<file path="src/design/sosl_pkg.sv">
package sosl_pkg;
	typedef enum logic [2:0] {
		SOSL_NORMAL = 3'b000,
		SOSL_VAC    = 3'b001,
		SOSL_SLEEP  = 3'b010,
		SOSL_LIFT   = 3'b011,
		SOSL_ALARM  = 3'b100,
		SOSL_ANNUN  = 3'b101
	} sosl_mode_t;

	// Factory defaults of the retained settings
	localparam logic       VAC_DUAL_RST  = 1'b0;
	localparam logic [3:0] SLEEP_RST     = 4'h1;
	localparam logic [4:0] LIFT_RST      = 5'h11;
	localparam logic [3:0] ALARM_RST     = 4'h0;
	localparam logic [3:0] ANNUN_RST     = 4'h0;

	// Code ranges
	localparam logic [3:0] SLEEP_MAX     = 4'h9;
	localparam logic [4:0] LIFT_MAX      = 5'h13;
	localparam logic [4:0] LIFT_DP_MIN   = 5'h0A;
	localparam logic [3:0] VOL_MAX       = 4'h9;
	localparam logic [3:0] HORN_VOL      = 4'h9;

	// Timing: one base tick of 200 ms at 250 MHz
	localparam int         CLK_MHZ       = 250;
	localparam int         TICK_MS       = 200;
	localparam int         TICK_CYCLES   = TICK_MS * 1000 * CLK_MHZ;
	localparam int         SLEEP_STEP_MIN = 10;
	localparam int         SLEEP_STEP_TICKS = SLEEP_STEP_MIN * 60 * 1000 / TICK_MS;
	localparam int         LIFT_BASE_MS  = 1000;
	localparam logic [4:0] LIFT_BASE_TICKS = 5'(LIFT_BASE_MS / TICK_MS);
endpackage

</file>
<file path="src/design/sosl_top.sv">
`timescale 1ns/10ps
module sosl_top #(
	parameter int TICK_CYC = sosl_pkg::TICK_CYCLES
) (
	input  wire logic       clk,
	input  wire logic       rstn,
	input  wire logic       ce,
	input  wire logic       key_on,
	input  wire logic       sw_scrub_off,
	input  wire logic       sw_vac,
	input  wire logic       sw_wand,
	input  wire logic       sw_press_dec,
	input  wire logic       sw_horn,
	input  wire logic       throttle_fwd,
	input  wire logic       throttle_rev,
	input  wire logic       recovery_active,
	input  wire logic       machine_active,
	output logic      [3:0] disp_digit,
	output logic            disp_dp,
	output logic            disp_on,
	output logic            ind_vac_yellow,
	output logic            ind_wand_on,
	output logic            ind_batt_red,
	output logic            ind_batt_green,
	output logic            vac_dual,
	output logic            sounder_on,
	output logic      [3:0] sounder_vol,
	output logic            deck_raise,
	output logic            squeegee_raise,
	output logic            accessories_off,
	output logic            squeegee_lift_rev
);
	logic [9:0]             meta_reg;
	logic [9:0]             sync_reg;
	logic [9:0]             prev_reg;
	logic                   s_key;
	logic                   s_scrub;
	logic                   s_vac;
	logic                   s_wand;
	logic                   s_dec;
	logic                   s_horn;
	logic                   s_fwd;
	logic                   s_rev;
	logic                   s_recov;
	logic                   s_active;
	logic                   key_rise;
	logic                   key_fall;
	logic                   vac_press;
	logic                   wand_press;
	logic                   horn_press;
	logic                   rev_rise;

	sosl_pkg::sosl_mode_t   mode_reg;
	sosl_pkg::sosl_mode_t   mode_next;

	logic                   nv_vac_reg;
	logic [3:0]             nv_sleep_reg;
	logic [4:0]             nv_lift_reg;
	logic [3:0]             nv_alarm_reg;
	logic [3:0]             nv_annun_reg;
	logic                   wk_vac_reg;
	logic [3:0]             wk_sleep_reg;
	logic [4:0]             wk_lift_reg;
	logic [3:0]             wk_alarm_reg;
	logic [3:0]             wk_annun_reg;

	logic [31:0]            tick_cnt_reg;
	logic                   tick;
	logic                   flash_reg;
	logic [15:0]            idle_cnt_reg;
	logic [15:0]            sleep_limit;
	logic                   asleep_reg;
	logic [4:0]             lift_cnt_reg;
	logic [3:0]             digit_next;
	logic                   dp_next;
	logic [3:0]             vol_next;

	// Pin inputs pass two flip-flops; edges come from the second stage
	always_ff @(posedge clk or negedge rstn) begin
		if (!rstn) begin
			meta_reg <= '0;
			sync_reg <= '0;
			prev_reg <= '0;
		end else if (ce) begin
			meta_reg <= {key_on, sw_scrub_off, sw_vac, sw_wand, sw_press_dec, sw_horn,
				throttle_fwd, throttle_rev, recovery_active, machine_active};
			sync_reg <= meta_reg;
			prev_reg <= sync_reg;
		end
	end

	assign {s_key, s_scrub, s_vac, s_wand, s_dec, s_horn, s_fwd, s_rev, s_recov, s_active}
		= sync_reg;
	assign key_rise   = s_key & ~prev_reg[9];
	assign key_fall   = ~s_key & prev_reg[9];
	assign vac_press  = s_vac & ~prev_reg[7];
	assign wand_press = s_wand & ~prev_reg[6];
	assign horn_press = s_horn & ~prev_reg[4];
	assign rev_rise   = s_rev & ~prev_reg[2];

	// Switch combination sampled at key-on picks the setup mode
	always_comb begin
		mode_next = mode_reg;
		if (key_fall) begin
			mode_next = sosl_pkg::SOSL_NORMAL;
		end else if (key_rise) begin
			if (s_scrub && s_vac) begin
				mode_next = sosl_pkg::SOSL_VAC;
			end else if (s_scrub && s_wand) begin
				mode_next = sosl_pkg::SOSL_SLEEP;
			end else if (s_dec && s_vac) begin
				mode_next = sosl_pkg::SOSL_LIFT;
			end else if (s_scrub && s_horn) begin
				mode_next = sosl_pkg::SOSL_ANNUN;
			end else if (s_horn) begin
				mode_next = sosl_pkg::SOSL_ALARM;
			end else begin
				mode_next = sosl_pkg::SOSL_NORMAL;
			end
		end
	end

	always_ff @(posedge clk or negedge rstn) begin
		if (!rstn) begin
			mode_reg <= sosl_pkg::SOSL_NORMAL;
		end else if (ce) begin
			mode_reg <= mode_next;
		end
	end

	// Working copies step on presses of the selecting switch
	always_ff @(posedge clk or negedge rstn) begin
		if (!rstn) begin
			wk_vac_reg   <= sosl_pkg::VAC_DUAL_RST;
			wk_sleep_reg <= sosl_pkg::SLEEP_RST;
			wk_lift_reg  <= sosl_pkg::LIFT_RST;
			wk_alarm_reg <= sosl_pkg::ALARM_RST;
			wk_annun_reg <= sosl_pkg::ANNUN_RST;
		end else if (ce) begin
			if (key_rise) begin
				wk_vac_reg   <= nv_vac_reg;
				wk_sleep_reg <= nv_sleep_reg;
				wk_lift_reg  <= nv_lift_reg;
				wk_alarm_reg <= nv_alarm_reg;
				wk_annun_reg <= nv_annun_reg;
			end else begin
				unique case (mode_reg)
					sosl_pkg::SOSL_NORMAL: begin
					end
					sosl_pkg::SOSL_VAC: begin
						if (vac_press) begin
							wk_vac_reg <= ~wk_vac_reg;
						end
					end
					sosl_pkg::SOSL_SLEEP: begin
						if (wand_press) begin
							wk_sleep_reg <= (wk_sleep_reg >= sosl_pkg::SLEEP_MAX) ? 4'h0
								: wk_sleep_reg + 4'h1;
						end
					end
					sosl_pkg::SOSL_LIFT: begin
						if (vac_press) begin
							wk_lift_reg <= (wk_lift_reg >= sosl_pkg::LIFT_MAX) ? 5'h00
								: wk_lift_reg + 5'h01;
						end
					end
					sosl_pkg::SOSL_ALARM: begin
						if (horn_press) begin
							wk_alarm_reg <= (wk_alarm_reg >= sosl_pkg::VOL_MAX) ? 4'h0
								: wk_alarm_reg + 4'h1;
						end
					end
					sosl_pkg::SOSL_ANNUN: begin
						if (horn_press) begin
							wk_annun_reg <= (wk_annun_reg >= sosl_pkg::VOL_MAX) ? 4'h0
								: wk_annun_reg + 4'h1;
						end
					end
					default: begin
					end
				endcase
			end
		end
	end

	// Retained settings; only the mode being set up is written at key-off
	always_ff @(posedge clk or negedge rstn) begin
		if (!rstn) begin
			nv_vac_reg   <= sosl_pkg::VAC_DUAL_RST;
			nv_sleep_reg <= sosl_pkg::SLEEP_RST;
			nv_lift_reg  <= sosl_pkg::LIFT_RST;
			nv_alarm_reg <= sosl_pkg::ALARM_RST;
			nv_annun_reg <= sosl_pkg::ANNUN_RST;
		end else if (ce && key_fall) begin
			if (mode_reg == sosl_pkg::SOSL_VAC) begin
				nv_vac_reg <= wk_vac_reg;
			end
			if (mode_reg == sosl_pkg::SOSL_SLEEP) begin
				nv_sleep_reg <= wk_sleep_reg;
			end
			if (mode_reg == sosl_pkg::SOSL_LIFT) begin
				nv_lift_reg <= wk_lift_reg;
			end
			if (mode_reg == sosl_pkg::SOSL_ALARM) begin
				nv_alarm_reg <= wk_alarm_reg;
			end
			if (mode_reg == sosl_pkg::SOSL_ANNUN) begin
				nv_annun_reg <= wk_annun_reg;
			end
		end
	end

	// Base tick and indicator flash
	assign tick = (tick_cnt_reg == 32'(TICK_CYC - 1));

	always_ff @(posedge clk or negedge rstn) begin
		if (!rstn) begin
			tick_cnt_reg <= '0;
			flash_reg    <= 1'b0;
		end else if (ce) begin
			tick_cnt_reg <= tick ? '0 : tick_cnt_reg + 32'h1;
			if (tick) begin
				flash_reg <= ~flash_reg;
			end
		end
	end

	// Sleep timer counts idle ticks in normal running
	assign sleep_limit = 16'(nv_sleep_reg * sosl_pkg::SLEEP_STEP_TICKS);

	always_ff @(posedge clk or negedge rstn) begin
		if (!rstn) begin
			idle_cnt_reg <= '0;
			asleep_reg   <= 1'b0;
		end else if (ce) begin
			if (!s_key || s_active || mode_reg != sosl_pkg::SOSL_NORMAL
				|| nv_sleep_reg == 4'h0) begin
				idle_cnt_reg <= '0;
				asleep_reg   <= 1'b0;
			end else if (idle_cnt_reg >= sleep_limit) begin
				asleep_reg <= 1'b1;
			end else if (tick) begin
				idle_cnt_reg <= idle_cnt_reg + 16'h1;
			end
		end
	end

	// Reverse squeegee lift: one second plus 0.2 s per code step
	always_ff @(posedge clk or negedge rstn) begin
		if (!rstn) begin
			lift_cnt_reg <= '0;
		end else if (ce) begin
			if (!s_rev || !s_recov || !s_key || mode_reg != sosl_pkg::SOSL_NORMAL) begin
				lift_cnt_reg <= '0;
			end else if (rev_rise) begin
				lift_cnt_reg <= sosl_pkg::LIFT_BASE_TICKS + nv_lift_reg;
			end else if (tick && lift_cnt_reg != 5'h00) begin
				lift_cnt_reg <= lift_cnt_reg - 5'h01;
			end
		end
	end

	// Display content and sounder volume
	always_comb begin
		digit_next = 4'h0;
		dp_next    = 1'b0;
		vol_next   = 4'h0;
		unique case (mode_reg)
			sosl_pkg::SOSL_NORMAL: begin
				if (s_key && s_horn) begin
					vol_next = sosl_pkg::HORN_VOL;
				end else if (s_key && s_rev) begin
					vol_next = nv_alarm_reg;
				end else if (s_key && s_fwd) begin
					vol_next = nv_annun_reg;
				end
			end
			sosl_pkg::SOSL_VAC: begin
				digit_next = wk_vac_reg ? 4'h2 : 4'h1;
			end
			sosl_pkg::SOSL_SLEEP: begin
				digit_next = wk_sleep_reg;
			end
			sosl_pkg::SOSL_LIFT: begin
				if (wk_lift_reg >= sosl_pkg::LIFT_DP_MIN) begin
					dp_next    = 1'b1;
					digit_next = 4'(wk_lift_reg - sosl_pkg::LIFT_DP_MIN);
				end else begin
					digit_next = wk_lift_reg[3:0];
				end
			end
			sosl_pkg::SOSL_ALARM: begin
				digit_next = wk_alarm_reg;
				vol_next   = s_rev ? wk_alarm_reg : 4'h0;
			end
			sosl_pkg::SOSL_ANNUN: begin
				digit_next = wk_annun_reg;
				vol_next   = s_fwd ? wk_annun_reg : 4'h0;
			end
			default: begin
			end
		endcase
	end

	always_ff @(posedge clk or negedge rstn) begin
		if (!rstn) begin
			disp_digit        <= 4'h0;
			disp_dp           <= 1'b0;
			disp_on           <= 1'b0;
			ind_vac_yellow    <= 1'b0;
			ind_wand_on       <= 1'b0;
			ind_batt_red      <= 1'b0;
			ind_batt_green    <= 1'b0;
			vac_dual          <= 1'b0;
			sounder_on        <= 1'b0;
			sounder_vol       <= 4'h0;
			deck_raise        <= 1'b0;
			squeegee_raise    <= 1'b0;
			accessories_off   <= 1'b0;
			squeegee_lift_rev <= 1'b0;
		end else if (ce) begin
			disp_digit        <= digit_next;
			disp_dp           <= dp_next;
			disp_on           <= mode_reg != sosl_pkg::SOSL_NORMAL;
			ind_vac_yellow    <= (mode_reg == sosl_pkg::SOSL_VAC)
				|| (mode_reg == sosl_pkg::SOSL_LIFT && flash_reg);
			ind_wand_on       <= mode_reg == sosl_pkg::SOSL_SLEEP && flash_reg;
			ind_batt_red      <= mode_reg == sosl_pkg::SOSL_ALARM;
			ind_batt_green    <= mode_reg == sosl_pkg::SOSL_ANNUN;
			vac_dual          <= nv_vac_reg;
			sounder_on        <= vol_next != 4'h0;
			sounder_vol       <= vol_next;
			deck_raise        <= asleep_reg;
			squeegee_raise    <= asleep_reg;
			accessories_off   <= asleep_reg;
			squeegee_lift_rev <= lift_cnt_reg != 5'h00;
		end
	end
endmodule

</file>
<file path="config.mk">
export PLATFORM = sky130hd
export DESIGN_NAME = sosl_top
export DESIGN_NICKNAME = d
export VERILOG_FILES = /design/src/design/sosl_pkg.sv /design/src/design/sosl_top.sv
export SDC_FILE = /design/constraint.sdc
export NUM_CORES = 1
export LEC_CHECK = 0
export BUFFER_PORTS_ARGS = -buffer_cell sky130_fd_sc_hd__buf_2
export CAP_MARGIN = 20
export CELL_PAD_IN_SITES_DETAIL_PLACEMENT = 1
export CELL_PAD_IN_SITES_GLOBAL_PLACEMENT = 1
export CORE_UTILIZATION = 49
export CTS_CLUSTER_DIAMETER = 120
export DETAILED_ROUTE_END_ITERATION = 10
export GPL_TIMING_DRIVEN = 0
export HOLD_SLACK_MARGIN = 0.02
export PLACE_DENSITY_LB_ADDON = 0.05
export SYNTH_ARGS = -nofsm -noshare
export SYNTH_HDL_FRONTEND = slang
export SYNTH_SLANG_ARGS = --single-unit
</file>
<file path="constraint.sdc">
create_clock -name clk -period 6.7 [get_ports clk]
set_input_delay 1.675 -clock clk [delete_from_list [all_inputs] [get_ports clk]]
set_output_delay 1.675 -clock clk [all_outputs]
set_load 0.05 [all_outputs]
</file>
Yosys cells after proc, flatten, opt, wreduce, memory -nomap -nowiden. Cells that the tools add are included.

Reductions and logical operators: 53. Magnitude comparators: 6. Muxes and demuxes: 46. Eq/ne operators: 7. Bitwise gates (word level): 14. Add/subtract/negate cells: 9. $mul: 1.

Operator list (number): $mux 4 (18); $mux 16 (3); $mux 5 (7); $add 32x1->32 const B (1); $eq 32x26->1 const B (1); $mux 32 (1); $reduce_bool 2->1 (11); $mux 3 (7); $pmux 4 s5 (1); $reduce_and 2->1 (9); $reduce_and 3->1 (6); $add 16x1->16 const B (1); $ge 16x16->1 (1); $mul 4x9->13 const B (1); $add 4x1->4 const B (3); $ge 4x4->1 const B (3); $pmux 4 s3 (1); $logic_and 1x1->1 (11); $not 1->1 (8); $logic_or 1x1->1 (7); $mux 1 (7); $and 1x1->1 (6); $eq 3x2->1 const B (2); $eq 3x3->1 const B (2); 15 further kinds (18).

Input bits: 13. Register bits after elaboration: 142. Output and inout bits: 20.

Logic depth before layout (Yosys ltp).
Depth in word-level cells: 7. Gate-level depth with buffers: 18. Mapped depth without buffers: 17.

Worst setup path after synthesis. Ideal clock, no wire load.

Path type: register to register. Start point: register nv_sleep_reg[1]. End point: register idle_cnt_reg[2]. Stages on the path, launching flop included: 18. Data required time: 6617 ps. Period minus slack after synthesis: 4691 ps. Arrival: 4608 ps. Setup slack: 2009 ps. Cells stage by stage: dfrtp_1 inv_1 fa_1 fa_1 inv_1 ha_1 a2111o_1 a31oi_1 nor3_1 or3_1 o211ai_1 ha_1 o21ai_0 nor2_1 a2111o_1 clkbuf_1 or4_1 o21ai_0.

Word-level cells in the longest chain between the ends: 4. Elaborated cells on any way between the ends: 8. Classes of those cells: mul: 1; order compare: 1; eq/ne: 1; mux: 1; reduce/logical: 4.

RTL lines: start: declaration (line sosl_top.sv:57) `logic [3:0] nv_sleep_reg;`; start signal: assignment (line sosl_top.sv:190) `nv_sleep_reg <= sosl_pkg::SLEEP_RST;`; start signal: assignment (line sosl_top.sv:199) `nv_sleep_reg <= wk_sleep_reg;`; $mul 4x9->13 / $logic_not 4->1 (equally long branches) (line sosl_top.sv:229, sosl_top.sv:237); $ge 16x16->1 / $logic_or 1x1->1 (equally long branches) (line sosl_top.sv:240, sosl_top.sv:237); $ne 2x2->1 (no line) / $reduce_bool 2->1 (equally long branches); $reduce_and 3->1 (no line); end signal: assignment (line sosl_top.sv:243) `idle_cnt_reg <= idle_cnt_reg + 16'h1;`; end: declaration (line sosl_top.sv:70) `logic [15:0] idle_cnt_reg;`.

Several ways; a longest one is shown, not always the timed one. A chain may end at the register's enable or synchronous reset.

Worst setup path after layout.
Start point: register nv_sleep_reg[1]. End point: register idle_cnt_reg[3].

The elaborated chain is that of the path after synthesis.

==> results_dict.tcl <==
set metrics [dict create \
    leakage_nw 4.13 \
    synthArstFlopShare_pct 100 \
    synthSimpleGateAreaFrac_pct 20.1 \
    rsz0062_at_grt "false" \
    firstDrtPassIters 4 \
    rows 47 \
    initial_core_util_pct 50.3 \
    ys_types 69 \
    synth_xor_area_share_pct 4.20 \
    tritoncts "done" \
    drtIter0Drc 370 \
    grt_pass1_wl_um 38300 \
    maxUsedRoutingLayer "met4" \
    place_ws_ns 1.31 \
    hold_violations 0 \
    p_per_area_mw_per_mm2 501 \
    synth_cells 855 \
    dr_wl_met3_um 671 \
    die_y_um 132 \
    synthFlopType "dfrtp_1" \
    route.met2.wl_um 11600 \
    clock_sinks 137 \
    synth_top_family_by_area "simple AND/OR/NAND/NOR gates" \
    cts_root_buf "clkbuf_16" \
    peakVddDrop_mv 0.371 \
    finClkSkew_ns 0.0113 \
    cts-buffers-inserted 17 \
    h-tree-depth 4 \
    postCtsSetupRepairBufs 0 \
    post_cts_resized 0 \
    synth_compound_area_share_pct 13.0 \
    synthAdderAreaFrac_pct 9.30 \
    max_cap_violations 0 \
    routedWlPerCell_um 19.9 \
    startpoint "nv_sleep_reg[1]$_DFFE_PN0P_" \
    largest_register_ffs 32 \
    dieWidth_um 132 \
    synth_mux_area_share_pct 7.98 \
    fmax_ghz 0.185 \
    design.die.area_sq_mm 0.0175 \
    worstSetupPathType "reg2reg" \
    fin_area_sq_mm 0.00940 \
    diodes 0 \
    clockBufferDepth 2 \
    status "finished clean" \
    synth_nets 927 \
    worst_hold_slack_ns 0.471 \
    finalCriticalPeriod_ns 5.40 \
    ant_nets 0 \
    hold_class "reg2reg" \
    ys_seq_area_share_pct 41.2 \
    grt_pass1_vias 7374 \
    drive_gt1_share_pct 15.1 \
    vias 6781 \
    finalSetupViolCount 0 \
    crit_end "idle_cnt_reg[3]$_DFFE_PN0P_" \
    dp_hpwl_um 16600 \
    port_buffers 32 \
    fin_crit_sh_pct 80.7 \
    grt-ovfl-total 0 \
    r2r_slack_ns 1.30 \
    cts-hold-fix-buffers 0 \
    nets 979 \
    ys_ff_latch 137 \
    met1_length_um 10100 \
    synth-edff-count 0 \
    clk_latency_ns 0.43 \
    cp.required_ns 7.04 \
    max_slew_margin_pct 47.1 \
    start_kind "flop" \
    timing.final.ws_setup_ns 1.30 \
    path_max_fanout 10 \
    drc 0 \
    post_dp_cell_area_sq_mm 0.00881 \
    tightest_slew_ns 0.793 \
    maxSlewViolCount 0 \
    tns_ns 0 \
    postSynthAreaPerCell_sq_um 9.75 \
    reg2reg_depth 17 \
    clkTransAtPathRegs_ns 0.06 \
    drt-vias-per-instance 5.95 \
    grt_start_max_net_pins 80 \
    end_kind "flop" \
    ys.warnings.count 0 \
    syn2layout_area_growth_pct 12.7 \
    critical_path_arrival_ns 5.74 \
    io_pins 33 \
    grt_usage_pct 27.6 \
    place.gp.congestion 0.906 \
    coreArea_sq_mm 0.0166 \
    antenna_found_initial 0 \
    reg2reg_to "idle_cnt_reg[3]$_DFFE_PN0P_" \
    syn_area_sq_mm 0.00834 \
    routed_wl_um 22700 \
    rr_startpoint "nv_sleep_reg[1]$_DFFE_PN0P_" \
]
## layout make-up
type	instances	area, sq um
fillers	1905	7180
clock inverters	10	119
multi-input cells	632	4560
inverters	51	191
plain buffers	35	155
clock buffers	22	474
repair buffers	33	194
well taps	220	275
flip-flops and latches	137	3440
## routing by layer
layer  vias to the layer above  global-route usage [%]
met5                         -                       0
li1                       3196                       -
met4                         0                    9.26
met1                      3431                    34.7
met3                        38                    4.48
met2                       116                    48.3
## cells in the final DEF, fill, tap and decap left out, types with 8 or more instances in the layout
cell type,synthesis,routed
a22oi_1,8,8
xnor2_1,20,20
mux2_2,44,44
nor4_2,9,9
clkbuf_16,0,17
xor2_1,20,20
nand2b_1,16,16
a21oi_1,37,37
nor3_1,18,18
ha_1,54,54
nor2_1,62,62
nand3b_1,8,8
o2bb2ai_1,9,9
clkbuf_1,24,26
buf_2,1,32
o21ai_0,43,43
nor4_1,11,11
nand2_1,80,80
mux2i_1,17,17
inv_1,51,51
nand4_1,24,24
dfrtp_1,131,131
and3_1,12,12
nand3_1,24,24
## Yosys cell counts (4+ instances only)
cell       count  area (sq um)
a211o_1        5          43.8
a211oi_1       7          52.6
a21o_1         4          30.0
a21oi_1       37           185
a221oi_1       4          35.0
a22oi_1        8          60.1
a31oi_1        7          43.8
a32o_1         5          50.1
and3_1        12          75.1
and4_1         7          61.3
buf_1          5          18.8
buf_4          4          30.0
clkbuf_1      24          90.1
dfrtp_1      131          3280
dfstp_2        6           158
fa_1           5           100
ha_1          54           676
inv_1         51           191
mux2_2        44           495
mux2i_1       17           170
nand2_1       80           300
nand2b_1      16           100
nand3_1       24           120
nand3b_1       8          60.1
nand4_1       24           150
nor2_1        62           233
nor2b_1        4          25.0
nor3_1        18          90.1
nor4_1        11          68.8
nor4_2         9           113
nor4b_1        5          43.8
o211ai_1       4          30.0
o21ai_0       43           215
o21ai_1        4          20.0
o2bb2ai_1      9          78.8
or3_1          7          43.8
xnor2_1       20           175
xor2_1        20           175
## through the flow
| step | power [mW] | utilization (%) | instances |
|---|---|---|---|
| after detailed placement | 3.76 | 53.1 | 1108 |
| after global routing | 5.11 | 56.7 | 1140 |
| final | 4.71 | 56.7 | 1140 |
| after global placement | 3.60 | 52.9 | 1107 |
| after CTS | 4.74 | 56.7 | 1140 |
| after floorplan | 3.09 | - | 855 |
## worst max-delay path: stages (launching register included)
cell	delay, ns
dfrtp_1	0.44
inv_1	0.13
fa_1	0.46
fa_1	0.56
inv_1	0.06
ha_1	0.38
a2111o_1	0.44
a31oi_1	0.31
nor3_1	0.12
or3_1	0.38
o211ai_1	0.15
ha_1	0.30
o21ai_0	0.15
nor2_1	0.06
a2111o_1	0.44
clkbuf_1	0.28
nor4_1	0.41
mux2i_1	0.25
## where the power goes
group	switching, mW	internal [mW]
Clock	0.368	0.578
Combinational	1.53	1.01
Sequential	0.215	1.01
## cells by family after synthesis
group / Yosys count
and+or+nand+nor: 308
adders and majority gates: 59
AOI/OAI and AO/OA: 164
xor gates and xnor gates: 40
muxes: 61
buffers and inverters: 86
DFF: 137
## worst min-delay path by stage
stage / start / to / slack [ns] / cells past startpoint
3_5_place_dp: tick_cnt_reg[31]$_DFFE_PN0P_ / tick_cnt_reg[31]$_DFFE_PN0P_ / 0.46 / 1
2_1_floorplan: tick_cnt_reg[31]$_DFFE_PN0P_ / tick_cnt_reg[31]$_DFFE_PN0P_ / 0.44 / 1
4_1_cts: tick_cnt_reg[31]$_DFFE_PN0P_ / tick_cnt_reg[31]$_DFFE_PN0P_ / 0.47 / 1
3_3_place_gp: tick_cnt_reg[31]$_DFFE_PN0P_ / tick_cnt_reg[31]$_DFFE_PN0P_ / 0.46 / 1
5_1_grt: tick_cnt_reg[31]$_DFFE_PN0P_ / tick_cnt_reg[31]$_DFFE_PN0P_ / 0.50 / 1
6_report: tick_cnt_reg[31]$_DFFE_PN0P_ / tick_cnt_reg[31]$_DFFE_PN0P_ / 0.47 / 1
Power figures use the tool's default switching activity.
